[src/kbd_link_pkg.sv]
// Constants shared by the keyboard link controller files.
package kbd_link_pkg;
   localparam int           ADDR_W          = 3;
   localparam int           DATA_W          = 8;
   localparam logic [2:0]   OFF_CTRL_HIGH   = 3'h0;
   localparam logic [2:0]   OFF_CTRL_LOW    = 3'h1;
   localparam logic [2:0]   OFF_RX_BUFFER   = 3'h2;
   localparam logic [2:0]   OFF_TX_DATA     = 3'h3;
   localparam logic [2:0]   OFF_MODULE_STOP = 3'h4;
   localparam logic [2:0]   OFF_IRQ_STATUS  = 3'h5;
   localparam logic [2:0]   OFF_IRQ_MASK    = 3'h6;
   // Control high register fields.
   localparam int           POS_FLAG_SELECT = 7;
   localparam int           POS_IO_ENABLE   = 6;
   localparam int           POS_RX_LOAD_EN  = 5;
   localparam int           POS_TX_START    = 4;
   // Control low register fields.
   localparam int           POS_BUF_FULL    = 7;
   localparam int           POS_CLK_IN      = 6;
   localparam int           POS_DATA_IN     = 5;
   localparam int           POS_CLK_OUT     = 4;
   localparam int           POS_DATA_OUT    = 3;
   localparam int           POS_TX_BUSY     = 2;
   // Interrupt status bits.
   localparam int           IRQ_BUF_FULL    = 0;
   localparam int           IRQ_TX_DONE     = 1;
   localparam int           IRQ_W           = 2;
   // Reset values, then the receive counter codes and the last transmit count.
   localparam logic         RST_FLAG_SELECT = 1'b1;
   localparam logic         RST_MODULE_STOP = 1'b1;
   localparam logic [3:0]   RX_IDLE         = 4'h0;
   localparam logic [3:0]   RX_START        = 4'h1;
   localparam logic [3:0]   RX_PARITY       = 4'ha;
   localparam logic [3:0]   RX_STOP         = 4'hb;
   localparam logic [3:0]   TX_LAST_BIT     = 4'ha;
endpackage

[src/kbd_line_sync.sv]
// Two-flop synchroniser with the I/O enable gate and a falling edge detector.
`timescale 1ns/100ps
module kbd_line_sync (
   input  wire logic ref_clk,
   input  wire logic nrst,
   input  wire logic pin_in,
   input  wire logic io_enable,
   output logic      level,
   output logic      fall
);
   logic meta_q, sync_q, gated_q;
   logic gated_d;

   // Disabled input reads as 1, so enabling over a low pin yields a fall.
   always_comb begin
      gated_d = io_enable ? sync_q : 1'b1;
   end

   always_ff @(posedge ref_clk) begin
      if (!nrst) begin
         meta_q  <= 1'b1;
         sync_q  <= 1'b1;
         gated_q <= 1'b1;
      end else begin
         meta_q  <= pin_in;
         sync_q  <= meta_q;
         gated_q <= gated_d;
      end
   end

   assign level = gated_q;
   assign fall  = gated_q & ~gated_d;
endmodule

[src/kbd_link_ctrl.sv]
// Keyboard two-wire link controller: receive, transmit, abort and registers.
//
// Overview of operation
// Transmit start, 8 data LSB first, parity, stop.
// Keyboard clocks transmit; device drives data.
// Transmit bit stable while link clock high.
// Abort reception by holding clock low.
// Keyboard stops sending on seeing low clock.
// Flag select zero: flag marks clock falls.
// Disabled I/O forces internal inputs to one.
// Enabling over low clock gives falling edge.
// That edge sets flag when select, load off.
// Reset leaves block halted in module stop.
// Registers act only after module stop cleared.
// Receive samples data while clock low.
// Receive counter steps per fall, clears after stop.
// Receive buffer valid only while flag set.
// Parity makes nine bits odd ones.
`timescale 1ns/100ps
module kbd_link_ctrl
   import kbd_link_pkg::*;
(
   input  wire logic                         ref_clk,
   input  wire logic                         nrst,
   input  wire logic [kbd_link_pkg::ADDR_W-1:0] addr,
   input  wire logic [kbd_link_pkg::DATA_W-1:0] wdata,
   input  wire logic                         wr_en,
   input  wire logic                         rd_en,
   output logic      [kbd_link_pkg::DATA_W-1:0] rdata,
   input  wire logic                         link_clock_line_in,
   output logic                              link_clock_line_out,
   output logic                              link_clock_line_oe,
   input  wire logic                         link_data_line_in,
   output logic                              link_data_line_out,
   output logic                              link_data_line_oe,
   output logic                              irq
);
   import kbd_link_pkg::*;

   typedef enum {TX_IDLE, TX_SHIFT} tx_state_t;

   logic       clk_lvl, clk_fall, dat_lvl;
   logic       mstop_q, mstop_d;
   logic       flag_select_q, flag_select_d;
   logic       io_enable_q, io_enable_d;
   logic       receive_load_enable_q, receive_load_enable_d;
   logic       clock_output_control_q, clock_output_control_d;
   logic       data_output_control_q, data_output_control_d;
   logic       buffer_full_flag_q, buffer_full_flag_d;
   logic [7:0] receive_data_buffer_q, receive_data_buffer_d;
   logic [7:0] rx_shift_q, rx_shift_d;
   logic [3:0] rx_count_q, rx_count_d;
   logic [7:0] tx_data_q, tx_data_d;
   logic [9:0] tx_shift_q, tx_shift_d;
   logic [3:0] tx_count_q, tx_count_d;
   tx_state_t  tx_state_q, tx_state_d;
   logic [IRQ_W-1:0] irq_stat_q, irq_stat_d, irq_mask_q, irq_mask_d, irq_evt;
   logic [7:0] rdata_d;
   logic       irq_d, clk_oe_d, dat_oe_d;
   logic       wr_ok;

   kbd_line_sync u_clk_sync (
      .ref_clk   (ref_clk),
      .nrst      (nrst),
      .pin_in    (link_clock_line_in),
      .io_enable (io_enable_q),
      .level     (clk_lvl),
      .fall      (clk_fall)
   );

   kbd_line_sync u_dat_sync (
      .ref_clk   (ref_clk),
      .nrst      (nrst),
      .pin_in    (link_data_line_in),
      .io_enable (io_enable_q),
      .level     (dat_lvl),
      .fall      ()
   );

   function automatic logic hit(input logic [ADDR_W-1:0] a, input logic [ADDR_W-1:0] off);
      hit = (a == off);
   endfunction

   // Module stop is always reachable; other writes are ignored while it is set.
   assign wr_ok = wr_en & ~mstop_q;

   always_comb begin
      mstop_d                = mstop_q;
      flag_select_d          = flag_select_q;
      io_enable_d            = io_enable_q;
      receive_load_enable_d  = receive_load_enable_q;
      clock_output_control_d = clock_output_control_q;
      data_output_control_d  = data_output_control_q;
      buffer_full_flag_d     = buffer_full_flag_q;
      receive_data_buffer_d  = receive_data_buffer_q;
      rx_shift_d             = rx_shift_q;
      rx_count_d             = rx_count_q;
      tx_data_d              = tx_data_q;
      tx_shift_d             = tx_shift_q;
      tx_count_d             = tx_count_q;
      tx_state_d             = tx_state_q;
      irq_evt                = '0;
      if (wr_en && hit(addr, OFF_MODULE_STOP)) begin
         mstop_d = wdata[0];
      end
      if (wr_ok) begin
         if (hit(addr, OFF_CTRL_HIGH)) begin
            flag_select_d         = wdata[POS_FLAG_SELECT];
            io_enable_d           = wdata[POS_IO_ENABLE];
            receive_load_enable_d = wdata[POS_RX_LOAD_EN];
         end else if (hit(addr, OFF_CTRL_LOW)) begin
            clock_output_control_d = wdata[POS_CLK_OUT];
            data_output_control_d  = wdata[POS_DATA_OUT];
            if (!wdata[POS_BUF_FULL]) begin
               buffer_full_flag_d = 1'b0;
            end
         end else if (hit(addr, OFF_TX_DATA)) begin
            tx_data_d = wdata;
         end
      end
      // Receive path: the counter walks start, data and parity on falls; the stop fall clears it.
      if (!receive_load_enable_q || !io_enable_q) begin
         rx_count_d = RX_IDLE;
      end else if (clk_fall && !buffer_full_flag_q && tx_state_q == TX_IDLE) begin
         // The stop bit falls while the counter still shows the parity code.
         if (rx_count_q == RX_PARITY) begin
            rx_count_d            = RX_IDLE;
            buffer_full_flag_d    = 1'b1;
            receive_data_buffer_d = rx_shift_q;
            irq_evt[IRQ_BUF_FULL] = 1'b1;
         end else begin
            rx_count_d = rx_count_q + 4'h1;
            // Only the codes that name data bits shift; the parity bit is not kept.
            if (rx_count_d > RX_START && rx_count_d < RX_PARITY) begin
               rx_shift_d = {dat_lvl, rx_shift_q[7:1]};
            end
         end
      end
      // Clock-fall interrupt mode reuses the flag; the enable edge counts too.
      if (clk_fall && !flag_select_q && !receive_load_enable_q) begin
         buffer_full_flag_d    = 1'b1;
         irq_evt[IRQ_BUF_FULL] = 1'b1;
      end
      if (!io_enable_q) begin
         receive_data_buffer_d = 8'h00;
      end
      // Transmit: the keyboard clocks; a new bit goes out on each fall until the fall at the stop bit ends the frame.
      case (tx_state_q)
         TX_IDLE: begin
            if (wr_ok && hit(addr, OFF_CTRL_HIGH) && wdata[POS_TX_START]) begin
               tx_shift_d = {~^tx_data_d, tx_data_d, 1'b0};
               tx_count_d = 4'h0;
               tx_state_d = TX_SHIFT;
            end
         end
         TX_SHIFT: begin
            if (clk_fall) begin
               // Bit changes only after a fall, so it holds across the high phase.
               if (tx_count_q == TX_LAST_BIT) begin
                  tx_state_d            = TX_IDLE;
                  irq_evt[IRQ_TX_DONE]  = 1'b1;
               end else begin
                  tx_shift_d = {1'b1, tx_shift_q[9:1]};
                  tx_count_d = tx_count_q + 4'h1;
               end
            end
         end
         default: tx_state_d = TX_IDLE;
      endcase
      if (mstop_q) begin
         tx_state_d = TX_IDLE;
         rx_count_d = RX_IDLE;
      end
   end

   // Set wins over the write-one clear.
   always_comb begin
      irq_mask_d = irq_mask_q;
      irq_stat_d = irq_stat_q;
      if (wr_ok && hit(addr, OFF_IRQ_MASK)) begin
         irq_mask_d = wdata[IRQ_W-1:0];
      end
      if (wr_ok && hit(addr, OFF_IRQ_STATUS)) begin
         irq_stat_d = irq_stat_q & ~wdata[IRQ_W-1:0];
      end
      irq_stat_d = irq_stat_d | irq_evt;
      irq_d      = |(irq_stat_d & irq_mask_d);
   end

   always_comb begin
      rdata_d = 8'h00;
      if (rd_en && !mstop_q) begin
         if (hit(addr, OFF_CTRL_HIGH)) begin
            rdata_d = {flag_select_q, io_enable_q, receive_load_enable_q, 5'h00};
         end else if (hit(addr, OFF_CTRL_LOW)) begin
            rdata_d = {buffer_full_flag_q, clk_lvl, dat_lvl, clock_output_control_q,
                       data_output_control_q, tx_state_q == TX_SHIFT, 2'h0};
         end else if (hit(addr, OFF_RX_BUFFER)) begin
            // Software should only trust this while the flag is set.
            rdata_d = receive_data_buffer_q;
         end else if (hit(addr, OFF_TX_DATA)) begin
            rdata_d = tx_data_q;
         end else if (hit(addr, OFF_IRQ_STATUS)) begin
            rdata_d = {6'h00, irq_stat_q};
         end else if (hit(addr, OFF_IRQ_MASK)) begin
            rdata_d = {6'h00, irq_mask_q};
         end else if (hit(addr, OFF_MODULE_STOP)) begin
            rdata_d = {7'h00, mstop_q};
         end
      end else if (rd_en && hit(addr, OFF_MODULE_STOP)) begin
         rdata_d = {7'h00, mstop_q};
      end
      // Open-drain pins: drive only a low; the keyboard owns the clock in frames.
      clk_oe_d = io_enable_d & ~clock_output_control_d;
      dat_oe_d = io_enable_d & ((tx_state_d == TX_SHIFT) ? ~tx_shift_d[0]
                                                         : ~data_output_control_d);
   end

   always_ff @(posedge ref_clk) begin
      if (!nrst) begin
         mstop_q                <= RST_MODULE_STOP;
         flag_select_q          <= RST_FLAG_SELECT;
         io_enable_q            <= 1'b0;
         receive_load_enable_q  <= 1'b0;
         clock_output_control_q <= 1'b1;
         data_output_control_q  <= 1'b1;
         buffer_full_flag_q     <= 1'b0;
         receive_data_buffer_q  <= 8'h00;
         rx_shift_q             <= 8'h00;
         rx_count_q             <= RX_IDLE;
         tx_data_q              <= 8'h00;
         tx_shift_q             <= 10'h3ff;
         tx_count_q             <= 4'h0;
         tx_state_q             <= TX_IDLE;
         irq_stat_q             <= '0;
         irq_mask_q             <= '0;
         irq                    <= 1'b0;
         rdata                  <= 8'h00;
         link_clock_line_oe     <= 1'b0;
         link_data_line_oe      <= 1'b0;
      end else begin
         mstop_q                <= mstop_d;
         flag_select_q          <= flag_select_d;
         io_enable_q            <= io_enable_d;
         receive_load_enable_q  <= receive_load_enable_d;
         clock_output_control_q <= clock_output_control_d;
         data_output_control_q  <= data_output_control_d;
         buffer_full_flag_q     <= buffer_full_flag_d;
         receive_data_buffer_q  <= receive_data_buffer_d;
         rx_shift_q             <= rx_shift_d;
         rx_count_q             <= rx_count_d;
         tx_data_q              <= tx_data_d;
         tx_shift_q             <= tx_shift_d;
         tx_count_q             <= tx_count_d;
         tx_state_q             <= tx_state_d;
         irq_stat_q             <= irq_stat_d;
         irq_mask_q             <= irq_mask_d;
         irq                    <= irq_d;
         rdata                  <= rdata_d;
         link_clock_line_oe     <= clk_oe_d;
         link_data_line_oe      <= dat_oe_d;
      end
   end

   // Pins are open drain, so the driven level is always low.
   always_ff @(posedge ref_clk) begin
      link_clock_line_out <= 1'b0;
      link_data_line_out  <= 1'b0;
   end
endmodule

[config.mk]
export PLATFORM = sky130hd
export DESIGN_NAME = kbd_link_ctrl
export DESIGN_NICKNAME = d
export VERILOG_FILES = /design/src/kbd_link_pkg.sv /design/src/kbd_line_sync.sv /design/src/kbd_link_ctrl.sv
export SDC_FILE = /design/constraint.sdc
export NUM_CORES = 1
export LEC_CHECK = 0
export ABC_AREA = 1
export BUFFER_PORTS_ARGS = -buffer_cell sky130_fd_sc_hd__buf_2
export CAP_MARGIN = 25
export CELL_PAD_IN_SITES_DETAIL_PLACEMENT = 1
export CELL_PAD_IN_SITES_GLOBAL_PLACEMENT = 1
export CORE_MARGIN = 3
export CORE_UTILIZATION = 44
export CTS_CLUSTER_DIAMETER = 150
export CTS_CLUSTER_SIZE = 30
export DETAILED_ROUTE_END_ITERATION = 8
export PLACE_DENSITY = 0.81
export SLEW_MARGIN = 30
export SYNTH_ARGS = -nofsm -noshare
export SYNTH_HDL_FRONTEND = slang
export SYNTH_HIERARCHICAL = 1
export SYNTH_SLANG_ARGS = --single-unit
[constraint.sdc]
create_clock -name ref_clk -period 2 [get_ports ref_clk]
set_input_delay 0.3 -clock ref_clk [delete_from_list [all_inputs] [get_ports ref_clk]]
set_output_delay 0.3 -clock ref_clk [all_outputs]
set_load 0.01 [all_outputs]
==> results of run 1 <==
-- worst max-delay path: stages, from the launching register on --
cell	delay, ns
dfxtp_1	0.42
inv_1	0.10
ha_1	0.29
inv_1	0.07
o21ai_0	0.08
nand2_1	0.07
o211ai_1	0.18
nor2_8	0.23
inv_2	0.10
nor2_1	0.10
nor2_1	0.05
-- power by group --
part	internal [mW]	leakage [nW]	switching [mW]	total, mW
logic	0.0411	1.40	0.102	0.143
clock network	0.479	0.0892	0.794	1.27
registers	2.07	0.835	0.0127	2.08
total	2.59	2.32	0.909	3.50
-- area by class of cell --
cell class	instances	area, um^2	share of cell area, %
flip-flops and latches	102	2040	42.0
clock inverters	7	61.3	1.26
inverters	71	269	5.54
clock buffers	9	124	2.55
multi-input cells	406	1990	41.0
well taps	129	161	3.32
repair buffers	37	210	4.33
-- final timing paths --
path / from / end / slack (ns) / cells after the start
worst max-delay path: rx_count_q[0] / rx_shift_q[6] / 0.22 / 10
worst min-delay path: link_data_line_in / u_dat_sync/meta_q / 0.09 / 3
worst max register to register: rx_count_q[0] / rx_shift_q[6] / 0.22 / 10
worst min register to register: u_clk_sync/meta_q / u_clk_sync/sync_q / 0.41 / 2
-- metrics by stage --
stage | util, % | worst slack (ns) | instance area, um^2
3_3_place_gp | 50.0 | 0.199 | 4660
2_1_floorplan | - | 0.409 | 4400
4_1_cts | 52.0 | 0.0968 | 4850
6_report | 52.1 | 0.220 | 4860
3_5_place_dp | 50.0 | 0.0653 | 4660
5_1_grt | 52.1 | 0.000968 | 4860
-- state kept, by name, summed over array words and instances, names as in the netlist, 2 cells and up --
name,count
irq_mask_q,2
irq_stat_q,2
rdata,8
receive_data_buffer_q,8
rx_count_q,4
rx_shift_q,8
tx_count_q,4
tx_data_q,8
tx_shift_q,10
tx_state_q,32
-- metal layers --
metal	up-vias	wire, um	GRT usage [%]
li1	1874	-	-
met4	0	138	6.37
met5	-	0	0
met3	12	413	4.45
met2	52	5570	37.8
met1	1827	5020	26.2
==> reports/results.tsv, run 1 <==
stage	metric	value	unit
status	status	finished, final reports clean	
final_layout	drive_gt1_share	15.2	%
grt	grt_pass1_wl	18900	um
critical_path	cp_max_fo	9	
placed_design	port_buffers	27	
critical_path	setup.worst_path.class	flip-flop to flip-flop	
placed_design	place_congestion	0.851	
final_layout	mostFrequentLayoutCell	nand2_1	
final_layout	area_delta_synth_final	13.6	%
floorplan	initial_core_util	45.9	%
clocking	clk_pin_slew	0.10	ns
final_layout	fillers	1222	
critical_path	start_kind	flip-flop	
run	drv_cap	0	
critical_path	critPathCaptureType	flip-flop	
clocking	root_buffer	clkbuf_8	
floorplan	fp-row-count	35	
grt	grt_max_degree	25	
critical_path	cp.arrival	2.06	ns
routing	wirelength	11100	um
placed_design	dp_hpwl	8490	um
grt	track_usage	21.4	%
clocking	h-tree-depth	3	
power	p_leak	2.32	nW
power	ir_drop	524	uV
grt	antenna_found_initial	0	
floorplan	dieArea	10900	um^2
floorplan	core	9330	um^2
placed_design	placed_cells	745	
clocking	postCtsHoldBufs	0	
power	power	3.50	mW
routing	ant_nets	0	
routing	vias	3765	
sta	fin_tns_setup	0	ns
synth	synth_area	4280	um^2
clocking	post_cts_buffers	0	
sta	fmax	0.562	GHz
grt	grt_pass1_vias	3964	
clocking	cts_sinks	102	
final_layout	layout_common_cells	149 x nand2_1, 102 x dfxtp_1, 68 x nor2_1, 59 x inv_1, 33 x conb_1	
clocking	post_cts_resized	0	
power	powerDensity	720	nW/um^2
floorplan	die_w	105	um
floorplan	ios	30	
min_path	min_path_type	input pin to flip-flop	
sta	whs	0.0901	ns
final_layout	nets	649	
routing	wl_per_cell	14.6	um
sta	post-route-period-util	89.0	%
routing	first_iter_violations	145	
sta	fin_worst_skew	0.0174	ns
sta	rsz0062_at_grt	no	
clocking	cts_buffers	9	
sta	hold_viol_final	0	
clocking	insertion_delay	0.38	ns
synth	synth_cells	560	
sta	slew_violations	0	
final_layout	num_antenna_cells	0	
synth	ys_warn_count	6	
synth	avgSynthCellArea	7.64	um^2
routing	via_per_inst	4.95	
routing	firstDrtPassIters	4	
sta	period_minus_slack	1.78	ns
clocking	cts_buffer_depth	2	
routing	drc	0	
grt	grt-ovfl-total	0	
final_layout	post_layout_nonfiller_instances	761	
critical_path	required	2.28	ns
floorplan	die_h	105	um
clocking	tritoncts	yes	
sta	setup_viol	0	
(Power assumes the default switching activity.)
==> inputs of run 2 (changes only) <==
BUFFER_PORTS_ARGS = -buffer_cell sky130_fd_sc_hd__buf_4   (was -buffer_cell sky130_fd_sc_hd__buf_2)
CORE_ASPECT_RATIO = 0.9   (was default)
==> run 2 against run 1 <==
Design area increased by 1.9%. Cell count fell by 0.66%. Total power rose by 1.4%. Clock power rose by 3%. Global-route usage grew 1.4 points. Routed wire length is 2.0% higher. Critical path type unchanged.
==> reports/results.tsv, run 2 (synthesis gave the netlist of run 1 again) <==
stage	metric	value	unit	change
status	status	finished, final reports clean		
grt	grt_pass1_wl	19400	um	+2.9%
critical_path	critPathTopFamily	simple AND/OR/NAND/NOR gates		
routing	wirelength	11400	um	+2.0%
clocking	cts_buffer_depth	2		unchanged
sta	hold_viol_final	0		unchanged
routing	wl_per_cell	15.0	um	+2.6%
floorplan	die_w	110	um	+5.1%
critical_path	cp_num_buf_inv	2		-1
power	p_leak	2.36	nW	+1.5%
clocking	insertion_delay	0.39	ns	about the same
sta	fin_tns_setup	0	ns	unchanged
power	powerDensity	716	nW/um^2	-0.49%
floorplan	ios	30		unchanged
sta	period_minus_slack	1.84	ns	+0.0582 ns
grt	grt_pass1_vias	4045		+2.0%
power	power	3.55	mW	+1.4%
sta	setup_slack	0.162	ns	-0.0582 ns
clocking	root_buffer	clkbuf_8		
floorplan	fp-row-count	33		-5.7%
critical_path	critPathCaptureType	flip-flop		
final_layout	num_antenna_cells	0		unchanged
routing	first_iter_violations	216		+49%
sta	setup_viol	0		unchanged
grt	antenna_found_initial	0		unchanged
final_layout	layout_common_cells	149 x nand2_1, 101 x dfxtp_1, 68 x nor2_1, 59 x inv_1, 39 x buf_4		
floorplan	initial_core_util	46.0	%	+0.19 points
critical_path	setup.worst_path.class	flip-flop to flip-flop		
final_layout	top_register	tx_state_q		
routing	firstDrtPassIters	5		+1
final_layout	reg_top3	tx_state_q x32, tx_shift_q x10		
sta	whs	0.0816	ns	-0.00842 ns
grt	track_usage	22.8	%	+1.4 points
routing	ant_nets	0		unchanged
min_path	holdPathEnd	u_dat_sync/meta_q		
power	ir_drop	560	uV	+7.0%
clocking	clk_pin_slew	0.11	ns	about the same
final_layout	utilization	53.3	%	+1.2 points
placed_design	place_congestion	0.867		+1.9%
clocking	h-tree-depth	3		unchanged
grt	grt-ovfl-total	0		unchanged
placed_design	dp_hpwl	8770	um	+3.4%
final_layout	nets	651		+0.31%
critical_path	r2r_cells	12		+2
sta	slew_violations	0		unchanged
routing	vias	3737		-0.74%
critical_path	cp.arrival	2.13	ns	+0.07 ns
grt	grt_max_degree	24		-4.0%
critical_path	required	2.29	ns	about the same
min_path	hold-path-cell-count	3		unchanged
critical_path	cp_common_cell	nor2_1		
final_layout	area_delta_synth_final	15.8	%	
sta	fmax	0.544	GHz	-3.2%
run	drv_cap	0		unchanged
sta	post-route-period-util	91.9	%	+2.9 points
critical_path	reg2reg_from	tx_state_q[2]		
critical_path	reg2reg_slack	0.16	ns	-0.06 ns
critical_path	worst_path_largest_cell_delay	0.33	ns	-0.09 ns
critical_path	start_kind	flip-flop		
floorplan	die_h	99.5	um	-4.8%
final_layout	largest_register_ffs	32		unchanged
clocking	postCtsHoldBufs	0		unchanged
clocking	cts_buffers	9		unchanged
routing	via_per_inst	4.94		about the same
routing	drc	0		unchanged
critical_path	r2r-end	rx_shift_q[6]		
placed_design	dp_slack	0.111	ns	+0.0460 ns
placed_design	port_buffers	27		unchanged
sta	fin_worst_skew	0.0151	ns	-0.00231 ns
clocking	tritoncts	yes		
final_layout	mostFrequentLayoutCell	nand2_1		
critical_path	cpMaxStageDelayCell	dfxtp_1		
critical_path	cp_max_fo	9		unchanged
clocking	cts_sinks	102		unchanged
floorplan	dieArea	10900	um^2	about the same
final_layout	drive_gt1_share	15.6	%	+0.43 points
min_path	min_path_type	input pin to flip-flop		
floorplan	core	9290	um^2	-0.40%
critical_path	cp_cell_sequence	nor2_1 -> nand2_1 -> nor2_1 -> nand2_2 -> nor2_8 -> nand2_4 -> nor2_4 -> inv_2 -> nor2_8 -> inv_2 -> nor2_1 -> nor2_1		
min_path	hold_start	link_data_line_in		
## run 2: where the power goes
part	switching (mW)	internal, mW	total (mW)
clock	0.793	0.522	1.31
sequential	0.0123	2.07	2.08
combinational	0.101	0.0507	0.152
total	0.906	2.64	3.55
## run 2: routing by layer
metal	wire, um	track usage, %	up-vias
met1	5150	29.0	1803
met4	148	6.42	0
met3	303	4.35	14
met5	0	0	-
li1	-	-	1877
met2	5760	39.2	43
## run 2: worst min-delay path: cells and delay by family
kind                   cells  cell delay (ns)
buffers and inverters      2             0.10
and+or+nand+nor            1             0.04
## run 2: repair_timing
item / 4_1_cts / 5_1_grt
buffers inserted: 0 / 2
endpoints found under the setup margin: 0 / 18
resized for setup: 0 / 4
## run 2: worst max path at each step
| stage | startpoint | to | slack [ns] | depth (start not counted) |
|---|---|---|---|---|
| floorplan | io_enable_q | rx_shift_q[4] | 0.41 | 11 |
| CTS | tx_state_q[25] | tx_shift_q[1] | 0.06 | 10 |
| finish | tx_state_q[2] | rx_shift_q[6] | 0.16 | 12 |
| detailed placement | tx_state_q[2] | tx_shift_q[1] | 0.11 | 10 |
| global placement | tx_state_q[21] | tx_shift_q[1] | 0.14 | 10 |
| global route | tx_state_q[25] | tx_count_q[1] | -0.001 | 10 |
## run 2: stage by stage
stage,instance area [um^2],std cells
6_report,4950,756
3_3_place_gp,4720,738
4_1_cts,4920,754
3_5_place_dp,4720,738
5_1_grt,4950,756
2_1_floorplan,4400,592
## run 2: cell type report
type / instances / area (um^2)
clock buffer: 10 / 138
clock inverter: 6 / 58.8
fill: 1208 / 4340
inverter: 71 / 269
multi-input combinational: 406 / 2000
sequential: 102 / 2040
tap: 122 / 153
timing repair buffer: 39 / 293
==> inputs of run 3 (changes only) <==
CORE_UTILIZATION = 42   (was 44)
PLACE_DENSITY = 0.78   (was 0.81)
clock period = 2.36 ns   (was 2 ns; I/O delays follow)
==> run 3 against run 2 <==
Sequential power decreased by 15%. Die area increased by 4.5%. Utilization decreased by 2.6 points. Setup slack improved by 0.12 ns. Largest power group unchanged. Register-to-register slack improved by 0.12 ns. Critical endpoint is now receive_data_buffer_q[7]. Largest cell class unchanged. Clock power increased by 11%.
==> reports/results.tsv, run 3 (synthesis gave the netlist of run 1 again) <==
stage	metric	value	unit	change
min_path	holdPathEnd	u_dat_sync/meta_q		
final_layout	regArea	2040	um^2	about the same
clocking	root_buffer	clkbuf_16		
routing	firstDrtPassIters	4		-1
floorplan	fp-row-count	34		+3.0%
final_layout	drive_gt1_share	14.1	%	-1.5 points
critical_path	cp.arrival	2.36	ns	+0.23 ns
final_layout	post_layout_nonfiller_instances	751		-0.66%
clocking	tritoncts	yes		
clocking	clk_pin_slew	0.08	ns	-0.03 ns
min_path	min_path_type	input pin to flip-flop		
power	powerDensity	673	nW/um^2	-6.0%
sta	hold_viol_final	0		unchanged
final_layout	multiInputGateArea	1980	um^2	-0.88%
sta	rsz0062_at_grt	no		
grt	antenna_found_initial	0		unchanged
final_layout	largest_register_ffs	32		unchanged
grt	use_met3	4.54	%	+0.19 points
min_path	hold_start	link_data_line_in		
grt	track_usage	19.8	%	-3.0 points
power	p_leak	2.34	nW	-0.84%
sta	maxSlewHeadroom	62.4	%	
clocking	cts_buffers	9		unchanged
clocking	insertion_delay	0.35	ns	-0.04 ns
sta	setup_viol	0		unchanged
status	status	finished, final reports clean		
clocking	h-tree-depth	3		unchanged
floorplan	core	9780	um^2	+5.3%
final_layout	mostFrequentLayoutCell	nand2_1		
clocking	cts_buffer_depth	2		unchanged
min_path	hold-path-cell-count	3		unchanged
placed_design	placed_cells	735		-0.41%
routing	first_iter_violations	132		-39%
run	drv_cap	0		unchanged
floorplan	die_w	112	um	+2.2%
sta	worst_slew_pin_slew	0.560	ns	
sta	period_minus_slack	2.08	ns	+0.240 ns
routing	wirelength	10800	um	-5.1%
critical_path	start_kind	flip-flop		
critical_path	setup.worst_path.class	flip-flop to flip-flop		
critical_path	cp_max_fo	13		+4
grt	grt_pass1_vias	3735		-7.7%
grt	grt-ovfl-total	0		unchanged
routing	vias	3638		-2.6%
clocking	post_cts_resized	0		unchanged
sta	fin_worst_skew	0.00882	ns	-0.00626 ns
routing	ant_nets	0		unchanged
critical_path	reg2reg_from	io_enable_q		
critical_path	r2r-end	receive_data_buffer_q[7]		
final_layout	reg_top3	tx_state_q x32, tx_shift_q x10		
sta	post-route-period-util	88.1	%	-3.9 points
routing	drc	0		unchanged
final_layout	final_area	4960	um^2	+0.23%
clocking	post_cts_buffers	0		unchanged
floorplan	dieArea	11400	um^2	+4.5%
floorplan	die_h	102	um	+2.2%
floorplan	ios	30		unchanged
placed_design	port_buffers	27		unchanged
placed_design	place_area	4680	um^2	-1.0%
final_layout	layout_common_cells	149 x nand2_1, 102 x dfxtp_1, 68 x nor2_1, 59 x inv_1, 33 x conb_1		
sta	fin_tns_setup	0	ns	unchanged
grt	grt_pass1_wl	17900	um	-7.9%
final_layout	nets	642		-1.4%
final_layout	num_antenna_cells	0		unchanged
critical_path	required	2.64	ns	+0.35 ns
final_layout	fillers	1277		+5.7%
placed_design	dp_hpwl	8030	um	-8.5%
critical_path	critPathCaptureType	flip-flop		
routing	via_per_inst	4.84		-2.0%
final_layout	top_register	tx_state_q		
grt	busiest_layer	met2		
sta	slew_violations	0		unchanged
critical_path	reg2reg_slack	0.28	ns	+0.12 ns
placed_design	dp_slack	0.356	ns	+0.245 ns
clocking	postCtsHoldBufs	0		unchanged
power	ir_drop	433	uV	-23%
floorplan	initial_core_util	43.7	%	-2.3 points
routing	wl_per_cell	14.4	um	-4.5%
grt	grt_max_degree	25		+4.2%
critical_path	r2r_cells	10		-2
clocking	cts_sinks	102		unchanged
grt	use_met1	24.6	%	-4.4 points
final_layout	area_delta_synth_final	16.1	%	
grt	use_met2	34.4	%	-4.7 points
sta	setup_slack	0.282	ns	+0.120 ns
sta	fmax	0.481	GHz	-12%
placed_design	place_congestion	0.815		-6.0%
==> run 3: cell count changes in the layout (fill, tap and decap cells not counted), sizes merged <==
cell    before  now
clkinv       1    3
inv         75   74
buf         39   30
clkbuf      10    9
==> run 3: final cells by class <==
| class | instances | area share [%] |
|---|---|---|
| flip-flops and latches | 102 | 41.1 |
| multi-input cells | 406 | 39.9 |
| inverters | 71 | 5.42 |
| clock buffers | 9 | 4.54 |
| repair buffers | 30 | 4.54 |
| well taps | 126 | 3.18 |
| clock inverters | 7 | 1.29 |
==> run 3: routing by layer <==
layer / vias up / wire (um)
met4: 0 / 178
met1: 1711 / 5060
met2: 43 / 5180
met3: 15 / 370
met5: - / 0
li1: 1869 / -
==> run 3: through the flow <==
step | utilization (%) | hold slack [ns] | total power [mW]
3_5_place_dp | 47.8 | 0.397 | 1.93
4_1_cts | 50.7 | 0.166 | 3.38
2_1_floorplan | - | 0.380 | 1.88
3_3_place_gp | 47.8 | 0.389 | 1.92
5_1_grt | 50.7 | 0.180 | 3.48
6_report | 50.7 | 0.176 | 3.34
==> run 3: critical path: stages, from the launching register on <==
cell	delay, ns
dfxtp_1	0.47
nand2_1	0.10
nor2_2	0.25
inv_1	0.10
nor2_1	0.25
nand2_4	0.14
nor2_4	0.12
nand2_2	0.19
inv_2	0.16
nand2_1	0.07
a21oi_1	0.15
==> run 3: how the worst max path moves through the flow <==
| stage | endpoint | slack (ns) | cells after the start | startpoint |
|---|---|---|---|---|
| 5_1_grt | receive_data_buffer_q[7] | 0.08 | 10 | io_enable_q |
| 6_report | receive_data_buffer_q[7] | 0.28 | 10 | io_enable_q |
| 3_3_place_gp | tx_shift_q[9] | 0.42 | 12 | addr[1] |
| 4_1_cts | receive_data_buffer_q[7] | 0.28 | 10 | io_enable_q |
| 2_1_floorplan | rx_shift_q[4] | 0.77 | 11 | io_enable_q |
| 3_5_place_dp | receive_data_buffer_q[0] | 0.36 | 10 | io_enable_q |
==> run 3: where the power goes <==
group          switching [mW]  internal (mW)  total [mW]
Sequential             0.0107           1.75        1.76
Clock                   0.714          0.742        1.46
Combinational          0.0819         0.0406       0.123
Total                   0.806           2.54        3.34
